===== src/include/bcp_map.svh =====
`ifndef BCP_MAP_SVH
`define BCP_MAP_SVH

// Register byte offsets
`define BCP_CTRL_OFS        8'h00
`define BCP_COMP_OFS        8'h04
`define BCP_STAT_OFS        8'h08
`define BCP_LOCKP_OFS       8'h0C
`define BCP_SPEED_OFS       8'h10

// Control fields
`define BCP_CTRL_LOCK_EN    0
`define BCP_CTRL_RESET      32'h0000_0001

// Comparator register fields (analog front-end flags written by software)
`define BCP_COMP_UV         0
`define BCP_COMP_UVREL      1
`define BCP_COMP_OT         2
`define BCP_COMP_OTREL      3

// Speed command thresholds in 8-bit DAC codes (about 20 mV per code)
`define BCP_SHUTDOWN_CODE   8'h3E
`define BCP_SAWLOW_CODE     8'h69
`define BCP_LOCKDIS_CODE    8'h6E
`define BCP_SAWHIGH_CODE    9'h10E
`define BCP_SAWSPAN_CODE    8'hA5

// Timing
`define BCP_CLK_MHZ         100
`define BCP_TRS_US          1000
`define BCP_LOCK_DETECT_TIME_US        2000
`define BCP_LOCK_RECOVERY_TIME_US       12000
`define BCP_REF_PF          1000
`define BCP_PWM_DIV         16'h1388

`endif


===== src/include/bcp_pkg.sv =====
package bcp_pkg;
  typedef enum logic [1:0] {
    BCP_LOCK_RUN  = 2'b00,
    BCP_LOCK_TRIP = 2'b01,
    BCP_LOCK_WAIT = 2'b11
  } bcp_lock_st_t;
endpackage


===== src/design/bcp_core.sv =====
`timescale 1ns/1ps
`include "bcp_map.svh"
// Notes on behaviour
// - Hall reads high above rising threshold
// - Hall reads low below falling threshold
// - Six Hall patterns select two switches
// - PWM from speed command versus sawtooth
// - Only low-side switches are chopped
// - Current limit turns off low sides
// - Current limit released each PWM period
// - Over-current trip turns all off
// - Resume after trip recovery time
// - Undervoltage off until release level
// - Thermal off until release temperature
// - Stop band: low sides off only
// - Below shutdown: all six off
// - Unchanged triple pulse declares lock
// - Resume after lock recovery time
// - Lock times scale with capacitor
// - Lock detection suppressed by listed conditions
// - Hall supply on above shutdown
// - Hall supply cut below shutdown
// - Supply cut: Hall and rotation low
module bcp_core
  import bcp_pkg::*;
#(
  parameter int CLK_MHZ = `BCP_CLK_MHZ,
  parameter int CAP_PF  = 1000,
  parameter int TRS_CYC    = `BCP_TRS_US * CLK_MHZ,
  parameter int LOCK_DETECT_TIME_CYC  = (`BCP_LOCK_DETECT_TIME_US * CLK_MHZ / `BCP_REF_PF) * CAP_PF,
  parameter int LOCK_RECOVERY_TIME_CYC = (`BCP_LOCK_RECOVERY_TIME_US * CLK_MHZ / `BCP_REF_PF) * CAP_PF
) (
  input  wire logic        clk,
  input  wire logic        rst_b,
  input  wire logic        ce,
  input  wire logic        wb_cyc_i,
  input  wire logic        wb_stb_i,
  input  wire logic        wb_we_i,
  input  wire logic [7:0]  wb_adr_i,
  input  wire logic [3:0]  wb_sel_i,
  input  wire logic [31:0] wb_dat_i,
  output logic      [31:0] wb_dat_o,
  output logic             wb_ack_o,
  input  wire logic [2:0]  hall_above_rise,
  input  wire logic [2:0]  hall_below_fall,
  input  wire logic        shunt_over_limit,
  input  wire logic        shunt_over_trip,
  output logic      [2:0]  high_side_on,
  output logic      [2:0]  low_side_on,
  output logic             triple_pulse_rotation_output,
  output logic             single_pulse_rotation_output,
  output logic             hall_supply_output,
  output logic             pwm_clock_node,
  output logic      [7:0]  sawtooth_node
);
  localparam logic [31:0] TRS_W    = 32'(TRS_CYC);
  localparam logic [31:0] LOCK_DETECT_TIME_W  = 32'(LOCK_DETECT_TIME_CYC);
  localparam logic [31:0] LOCK_RECOVERY_TIME_W = 32'(LOCK_RECOVERY_TIME_CYC);

  logic [31:0]  ctrl_reg;
  logic [3:0]   comp_reg;
  logic [7:0]   speed_reg;
  logic         ack_reg;
  logic [31:0]  rdat_reg;
  logic [2:0]   hall;
  logic [15:0]  pwm_cnt_reg;
  logic [7:0]   saw_reg;
  logic         pwm_on;
  logic         cl_reg;
  logic         oc_reg;
  logic [31:0]  oc_cnt_reg;
  logic         uv_reg;
  logic         ot_reg;
  bcp_lock_st_t lock_reg;
  logic [31:0]  lock_cnt_reg;
  logic         tp_prev_reg;
  logic [2:0]   hi_next;
  logic [2:0]   lo_next;
  logic [2:0]   hi_reg;
  logic [2:0]   lo_reg;
  logic         tp_next;
  logic         lock_arm;
  logic         stop_band;
  logic         below_off;
  logic         all_off;
  logic         sel_hit;
  logic [8:0]   saw_sum;

  // -------------------------------------------------------------------
  // Wishbone slave: ack one cycle after strobe, then drop
  // -------------------------------------------------------------------
  assign sel_hit  = wb_cyc_i && wb_stb_i && !ack_reg;

  always_ff @(posedge clk) begin
    if (!rst_b) begin
      ack_reg <= 1'b0;
    end else if (ce) begin
      ack_reg <= sel_hit;
    end
  end

  always_ff @(posedge clk) begin
    if (!rst_b) begin
      ctrl_reg  <= `BCP_CTRL_RESET;
      comp_reg  <= 4'h0;
      speed_reg <= 8'h00;
    end else if (ce && wb_cyc_i && wb_stb_i && ack_reg && wb_we_i && wb_sel_i[0]) begin
      unique case (wb_adr_i)
        `BCP_CTRL_OFS:  ctrl_reg  <= {31'h0000_0000, wb_dat_i[0]};
        `BCP_COMP_OFS:  comp_reg  <= wb_dat_i[3:0];
        `BCP_SPEED_OFS: speed_reg <= wb_dat_i[7:0];
        default: ;
      endcase
    end
  end

  always_ff @(posedge clk) begin
    if (!rst_b) begin
      rdat_reg <= 32'h0000_0000;
    end else if (ce && sel_hit) begin
      unique case (wb_adr_i)
        `BCP_CTRL_OFS:  rdat_reg <= ctrl_reg;
        `BCP_COMP_OFS:  rdat_reg <= {28'h000_0000, comp_reg};
        `BCP_STAT_OFS:  rdat_reg <= {19'h0_0000, lock_reg, ot_reg, uv_reg, oc_reg,
                                     cl_reg, pwm_on, hall_supply_output, hall,
                                     triple_pulse_rotation_output,
                                     single_pulse_rotation_output};
        `BCP_LOCKP_OFS: rdat_reg <= lock_cnt_reg;
        `BCP_SPEED_OFS: rdat_reg <= {24'h00_0000, speed_reg};
        default:        rdat_reg <= 32'h0000_0000;
      endcase
    end
  end

  assign wb_ack_o = ack_reg;
  assign wb_dat_o = rdat_reg;

  // -------------------------------------------------------------------
  // Speed command bands and Hall supply
  // -------------------------------------------------------------------
  assign below_off = speed_reg < `BCP_SHUTDOWN_CODE;
  assign stop_band = !below_off && speed_reg < `BCP_SAWLOW_CODE;

  always_ff @(posedge clk) begin
    if (!rst_b) begin
      hall_supply_output <= 1'b0;
    end else if (ce) begin
      hall_supply_output <= !below_off;
    end
  end

  bcp_hall_dec u_hall (
    .clk        (clk),
    .rst_b      (rst_b),
    .ce         (ce),
    .supply_on  (hall_supply_output),
    .above_rise (hall_above_rise),
    .below_fall (hall_below_fall),
    .hall_lvl   (hall)
  );

  // -------------------------------------------------------------------
  // Internal PWM clock and sawtooth
  // -------------------------------------------------------------------
  always_ff @(posedge clk) begin
    if (!rst_b) begin
      pwm_cnt_reg <= 16'h0000;
    end else if (ce) begin
      pwm_cnt_reg <= (pwm_cnt_reg == `BCP_PWM_DIV - 16'h0001) ? 16'h0000
                                                              : pwm_cnt_reg + 16'h0001;
    end
  end

  // Sawtooth rises from saw low; codes above the top are clamped
  assign saw_sum = 9'(`BCP_SAWLOW_CODE)
                   + 9'(32'(pwm_cnt_reg) * 32'(`BCP_SAWSPAN_CODE) / 32'(`BCP_PWM_DIV));
  always_ff @(posedge clk) begin
    if (!rst_b) begin
      saw_reg <= `BCP_SAWLOW_CODE;
    end else if (ce) begin
      saw_reg <= saw_sum[8] ? 8'hFF : saw_sum[7:0];
    end
  end

  assign sawtooth_node  = saw_reg;
  assign pwm_clock_node = pwm_cnt_reg < (`BCP_PWM_DIV >> 1);
  assign pwm_on         = speed_reg > saw_reg;

  // -------------------------------------------------------------------
  // Current limit: set by shunt, released at period start
  // -------------------------------------------------------------------
  always_ff @(posedge clk) begin
    if (!rst_b) begin
      cl_reg <= 1'b0;
    end else if (ce) begin
      if (shunt_over_limit) begin
        cl_reg <= 1'b1;
      end else if (pwm_cnt_reg == 16'h0000) begin
        cl_reg <= 1'b0;
      end
    end
  end

  // -------------------------------------------------------------------
  // Over-current trip with timed recovery
  // -------------------------------------------------------------------
  always_ff @(posedge clk) begin
    if (!rst_b) begin
      oc_reg     <= 1'b0;
      oc_cnt_reg <= 32'h0000_0000;
    end else if (ce) begin
      if (shunt_over_trip) begin
        oc_reg     <= 1'b1;
        oc_cnt_reg <= 32'h0000_0000;
      end else if (oc_reg) begin
        if (oc_cnt_reg == TRS_W - 32'h0000_0001) begin
          oc_reg <= 1'b0;
        end
        oc_cnt_reg <= oc_cnt_reg + 32'h0000_0001;
      end
    end
  end

  // -------------------------------------------------------------------
  // Undervoltage and thermal hysteresis
  // -------------------------------------------------------------------
  always_ff @(posedge clk) begin
    if (!rst_b) begin
      uv_reg <= 1'b0;
      ot_reg <= 1'b0;
    end else if (ce) begin
      if (comp_reg[`BCP_COMP_UV]) begin
        uv_reg <= 1'b1;
      end else if (comp_reg[`BCP_COMP_UVREL]) begin
        uv_reg <= 1'b0;
      end
      if (comp_reg[`BCP_COMP_OT]) begin
        ot_reg <= 1'b1;
      end else if (comp_reg[`BCP_COMP_OTREL]) begin
        ot_reg <= 1'b0;
      end
    end
  end

  // -------------------------------------------------------------------
  // Motor lock timer
  // -------------------------------------------------------------------
  assign lock_arm = ctrl_reg[`BCP_CTRL_LOCK_EN] && speed_reg > `BCP_LOCKDIS_CODE
                    && !uv_reg && !ot_reg;

  always_ff @(posedge clk) begin
    if (!rst_b) begin
      lock_reg     <= BCP_LOCK_RUN;
      lock_cnt_reg <= 32'h0000_0000;
      tp_prev_reg  <= 1'b0;
    end else if (ce) begin
      tp_prev_reg <= triple_pulse_rotation_output;
      unique case (lock_reg)
        BCP_LOCK_RUN: begin
          if (!lock_arm || triple_pulse_rotation_output != tp_prev_reg) begin
            lock_cnt_reg <= 32'h0000_0000;
          end else if (lock_cnt_reg == LOCK_DETECT_TIME_W - 32'h0000_0001) begin
            lock_reg     <= BCP_LOCK_TRIP;
            lock_cnt_reg <= 32'h0000_0000;
          end else begin
            lock_cnt_reg <= lock_cnt_reg + 32'h0000_0001;
          end
        end
        BCP_LOCK_TRIP: begin
          if (lock_cnt_reg == LOCK_RECOVERY_TIME_W - 32'h0000_0001) begin
            lock_reg     <= BCP_LOCK_WAIT;
            lock_cnt_reg <= 32'h0000_0000;
          end else begin
            lock_cnt_reg <= lock_cnt_reg + 32'h0000_0001;
          end
        end
        BCP_LOCK_WAIT: begin
          lock_reg <= BCP_LOCK_RUN;
        end
        default: lock_reg <= BCP_LOCK_RUN;
      endcase
    end
  end

  // -------------------------------------------------------------------
  // Commutation decode and output gating
  // -------------------------------------------------------------------
  assign all_off = oc_reg || uv_reg || ot_reg || below_off
                   || lock_reg == BCP_LOCK_TRIP;

  always_comb begin
    hi_next = 3'b000;
    lo_next = 3'b000;
    unique case (hall)
      3'b101: begin hi_next = 3'b010; lo_next = 3'b100; end
      3'b100: begin hi_next = 3'b001; lo_next = 3'b100; end
      3'b110: begin hi_next = 3'b001; lo_next = 3'b010; end
      3'b010: begin hi_next = 3'b100; lo_next = 3'b010; end
      3'b011: begin hi_next = 3'b100; lo_next = 3'b001; end
      3'b001: begin hi_next = 3'b010; lo_next = 3'b001; end
      default: ;
    endcase
    tp_next = hall inside {3'b101, 3'b110, 3'b011, 3'b111};
    if (all_off) begin
      hi_next = 3'b000;
      lo_next = 3'b000;
    end else if (stop_band || cl_reg || !pwm_on) begin
      lo_next = 3'b000;
    end
  end

  always_ff @(posedge clk) begin
    if (!rst_b) begin
      hi_reg                       <= 3'b000;
      lo_reg                       <= 3'b000;
      triple_pulse_rotation_output <= 1'b0;
      single_pulse_rotation_output <= 1'b0;
    end else if (ce) begin
      hi_reg                       <= hi_next;
      lo_reg                       <= lo_next;
      triple_pulse_rotation_output <= tp_next;
      single_pulse_rotation_output <= hall[2];
    end
  end

  assign high_side_on = hi_reg;
  assign low_side_on  = lo_reg;
endmodule


===== src/design/bcp_hall_dec.sv =====
`timescale 1ns/1ps
`include "bcp_map.svh"
module bcp_hall_dec (
  input  wire logic       clk,
  input  wire logic       rst_b,
  input  wire logic       ce,
  input  wire logic       supply_on,
  input  wire logic [2:0] above_rise,
  input  wire logic [2:0] below_fall,
  output logic      [2:0] hall_lvl
);
  logic [2:0] lvl_reg;

  // -------------------------------------------------------------------
  // Hysteresis latch per phase
  // -------------------------------------------------------------------
  for (genvar i = 0; i < 3; i++) begin : g_ph
    always_ff @(posedge clk) begin
      if (!rst_b) begin
        lvl_reg[i] <= 1'b0;
      end else if (ce) begin
        if (!supply_on) begin
          lvl_reg[i] <= 1'b0;
        end else if (above_rise[i]) begin
          lvl_reg[i] <= 1'b1;
        end else if (below_fall[i]) begin
          lvl_reg[i] <= 1'b0;
        end                                    // Hold otherwise
      end
    end
  end

  assign hall_lvl = lvl_reg;
endmodule


===== config.mk =====
export PLATFORM = sky130hd
export DESIGN_NAME = bcp_core
export DESIGN_NICKNAME = d
export VERILOG_FILES = /design/src/include/bcp_pkg.sv /design/src/design/bcp_core.sv /design/src/design/bcp_hall_dec.sv
export VERILOG_INCLUDE_DIRS = /design/src /design/src/include
export SDC_FILE = /design/constraint.sdc
export NUM_CORES = 1
export LEC_CHECK = 0
export ABC_AREA = 1
export BUFFER_PORTS_ARGS = -buffer_cell sky130_fd_sc_hd__clkbuf_2
export CAP_MARGIN = 0
export CORE_AREA = 2 2 187 189
export DETAILED_ROUTE_END_ITERATION = 16
export DIE_AREA = 0 0 189 191
export GPL_ROUTABILITY_DRIVEN = 0
export MAX_ROUTING_LAYER = met4
export PLACE_DENSITY = 0.62
export SYNTH_ARGS = -nofsm -noshare
export SYNTH_HDL_FRONTEND = slang
export SYNTH_SLANG_ARGS = --single-unit

===== constraint.sdc =====
create_clock -name clk -period 15.03 [get_ports clk]
set_input_delay 0.7515 -clock clk [delete_from_list [all_inputs] [get_ports clk]]
set_output_delay 0.7515 -clock clk [all_outputs]
set_load 0.01 [all_outputs]

==> results.sh <==
export IMPL_postCtsSetupBuffers=0
export IMPL_initial_utilization_pct=40.4
export IMPL_crit_slowest_cell="fa_1"
export IMPL_largest_cells_by_area_after_synthesis="dfxtp_1, nand2_1, inv_1"
export IMPL_synth_largest_type_area_fraction_pct=22.2
export IMPL_peakVddDrop_uv=81.7
export IMPL_nets=2385
export IMPL_final_hold_viol_count=0
export IMPL_synth_seq_cells=153
export IMPL_critPathMaxStageDelay_ns=0.50
export IMPL_design_power_total_mw=0.937
export IMPL_cp_common_cell="nand2_1"
export IMPL_grt_antenna_before_repair=1
export IMPL_cell_internal_pwr_mw=0.690
export IMPL_max_slew_worst_pin_slew_ns=1.03
export IMPL_via_count_of_the_first_global_routing_pass=12525
export IMPL_postSynthCellCount=2158
export IMPL_clk_insertion_delay_late_ns=0.43
export IMPL_globalRouteTotalUtil_pct=19.5
export IMPL_yosysWarnings=0
export IMPL_final_setup_skew_ns=0.0149
export IMPL_power_switching_mw=0.248
export IMPL_timing_worst_setup_path_type="reg2reg"
export IMPL_post_synth_net_total=2317
export IMPL_edff_count_synth=0
export IMPL_critPathArrivalTime_ns=13.74
export IMPL_relative_slew_margins_pct=31.1
export IMPL_detail_route_drc_violations=0
export IMPL_chipWidth_microns=189
export IMPL_cts_root_buffer_cell="clkbuf_16"
export IMPL_fin_worst_hold_slack_ns=0.465
export IMPL_floorplan_io_pins=109
export IMPL_fp_row_count=68
export IMPL_unrepaired_setup_endpoints_after_global_routing="false"
export IMPL_num_vias=13552
export IMPL_setup_tns_ns=0
export IMPL_drive_above_1_share_pct=14.6
export IMPL_placed_standard_cell_area_sq_um=14600
export IMPL_floorplan_core_area_sq_um=34100
export IMPL_die_area_sq_um=36100
export IMPL_synth_seq_area_share_pct=22.2
export IMPL_detailed_place_hpwl_microns=26700
export IMPL_worst_setup_hold_path_clk_slew_ns=0.07
export IMPL_critical_path_required_ns=15.35
export IMPL_async_reset_ff_share_pct=0
export IMPL_io_buffers=81
export IMPL_final_cell_area_sq_um=15200
export IMPL_remaining_number_of_nets_flagged_by_the_antenna_check_after_routing=0
export IMPL_grt_overflow_total=0
export IMPL_clock_sink_count=153
export IMPL_timing_max_transition_violations_final=0
export IMPL_p_clk_share_pct=47.2
export IMPL_synth_distinct_cells=62
export IMPL_htree_levels=4
export IMPL_combPwrFrac_pct=8.3
export IMPL_layout_min_cycle_time_ns=13.41
export IMPL_areaGrowthSynthToFinish_pct=10.4
export IMPL_swShare_pct=26.4
export IMPL_die_h_microns=191
export IMPL_yosys_area_top_type="dfxtp_1"
export IMPL_grt_max_degree=53
export IMPL_clock_fmax_ghz=0.0746
export IMPL_power_density_cell_area_nw_per_um2=61.6
export IMPL_path_buf_inv=10
export IMPL_routed_via_density=5.03
export IMPL_path_delay_family="simple AND/OR/NAND/NOR gates"
export IMPL_start_kind="register"
export IMPL_synthesis_area_sq_um=13800
export IMPL_post_drt_wl_per_cell_microns=12.7
export IMPL_cts_buffer_depth=2
export IMPL_seq_power_share_pct=44.5
export IMPL_grt_first_pass_wirelength_microns=57900
export IMPL_cts_buffers_inserted=17
export IMPL_postSynthAreaPerCell_sq_um=6.38
export IMPL_min_path_type="reg2reg"
export IMPL_drtPass1Iterations=6
export IMPL_total_setup_violations_reported_at_the_end_of_the_flow=0
export IMPL_worst_setup_path_end_kind="register"
export IMPL_worstPathMaxFanout=15
export IMPL_cts_hold_buffers_added=0
export IMPL_outcome="completed"
export IMPL_drv_cap=0
export IMPL_synth_flop_cell="dfxtp_1"
export IMPL_total_leakage_power_nw=7.32
export IMPL_tritoncts="yes"
export IMPL_routed_wirelength_microns=34100
export IMPL_number_of_drc_markers_in_iteration_0=706
export IMPL_final_period_util_pct=89.2
-- kinds of logic (layout without fill, tap and decap cells) --
logic type               Yosys count  in the layout  share of synthesized area (%)
adder cells (fa/ha/maj)          101            101                           10.4
buffers and inverters            373            454                           10.9
AO/OA/AOI/OAI                    291            291                           11.9
XOR/XNOR                          53             53                           3.42
AND/OR/NAND/NOR                 1187           1187                           41.2
flip-flops                       153            153                           22.2
other                              0              1                              0
-- metal layers --
metal / wire length, microns / vias to the layer above / part of all wire, % / GRT usage [%]
met5: 0 / - / 0 / -
met4: 476 / 0 / 1.4 / 4.57
met3: 964 / 37 / 2.8 / 2.37
met2: 16200 / 196 / 48 / 33.1
met1: 16500 / 6169 / 48 / 24.8
li1: - / 7150 / - / -
-- Yosys cell counts, types with 10 or more instances --
cell type / n
nor2_2: 28
nand3_2: 10
nor2_1: 189
o21ai_0: 90
nand3_1: 188
nor3_1: 46
nand2_2: 80
inv_1: 304
nor2_4: 12
a21oi_1: 132
nand4_1: 36
ha_1: 79
nor4_1: 19
dfxtp_1: 153
nand2_4: 20
xnor2_1: 15
o21ai_1: 11
inv_2: 26
xor2_1: 37
clkbuf_1: 23
nand2_1: 527
fa_1: 22
-- placed cells by master (no fill, tap or decap), types with 10 or more instances in the layout --
cell type	instances
nand2_1	526
fa_1	22
a21oi_1	132
xnor2_1	15
nand4_1	36
inv_2	26
nor4_1	19
dfxtp_1	147
nor2_1	187
nand3_2	10
nor2_4	13
nand2_2	78
clkbuf_16	17
nor3_1	46
o21ai_1	11
nor2_2	29
nand3_1	188
ha_1	79
inv_1	304
o21ai_0	90
xor2_1	36
nand2_4	23
clkbuf_2	81
-- path summary, 6_finish.rpt --
| path | slack, ns | cells past startpoint | to | startpoint |
|---|---|---|---|---|
| max | 1.62 | 97 | sawtooth_node[2] | pwm_cnt_reg[9] |
| min | 0.47 | 2 | oc_cnt_reg[16] | oc_cnt_reg[16] |
| max reg2reg | 1.62 | 97 | sawtooth_node[2] | pwm_cnt_reg[9] |
| min reg2reg | 0.47 | 2 | oc_cnt_reg[16] | oc_cnt_reg[16] |
-- per-stage QoR --
| stage | utilization (%) | setup slack, ns | cells |
|---|---|---|---|
| floorplan | - | 3.60 | 2158 |
| global placement | 42.7 | 1.29 | 2662 |
| detailed placement | 42.7 | 1.04 | 2662 |
| CTS | 44.5 | 0.980 | 2694 |
| global route | 44.6 | 0.0465 | 2695 |
| finish | 44.6 | 1.62 | 2695 |
-- layout make-up --
| cell class | count | area (sq um) |
|---|---|---|
| diodes | 1 | 2.50 |
| clock buffers | 17 | 425 |
| clock inverters | 15 | 184 |
| fillers | 3636 | 18900 |
| inverters | 335 | 1260 |
| multi-input cells | 1632 | 9250 |
| flip-flops and latches | 153 | 3070 |
| well taps | 455 | 569 |
| repair buffers | 87 | 450 |
-- timing repair --
item / in CTS / in global routing
gates resized for setup: 0 / 13
endpoints found under the setup margin: 0 / 8
hold endpoints to repair: 0 / 0
-- power groups by stage --
stage	Clock, mW	Combinational [mW]	Sequential, mW
floorplan	0	0.0545	0.426
global placement	0	0.0770	0.426
detailed placement	0	0.0780	0.426
CTS	0.450	0.0788	0.417
global route	0.468	0.0877	0.417
finish	0.442	0.0781	0.417
-- worst register-to-register path, delay by kind of cell (launching register included) --
kind / cells / cell delay, ns
AND/OR/NAND/NOR: 76 / 8.99
XOR/XNOR: 2 / 0.37
adder cells (fa/ha/maj): 6 / 2.17
AO/OA/AOI/OAI: 3 / 0.48
flip-flops: 1 / 0.49
buffers and inverters: 10 / 0.82
(Power assumes the default switching activity.)
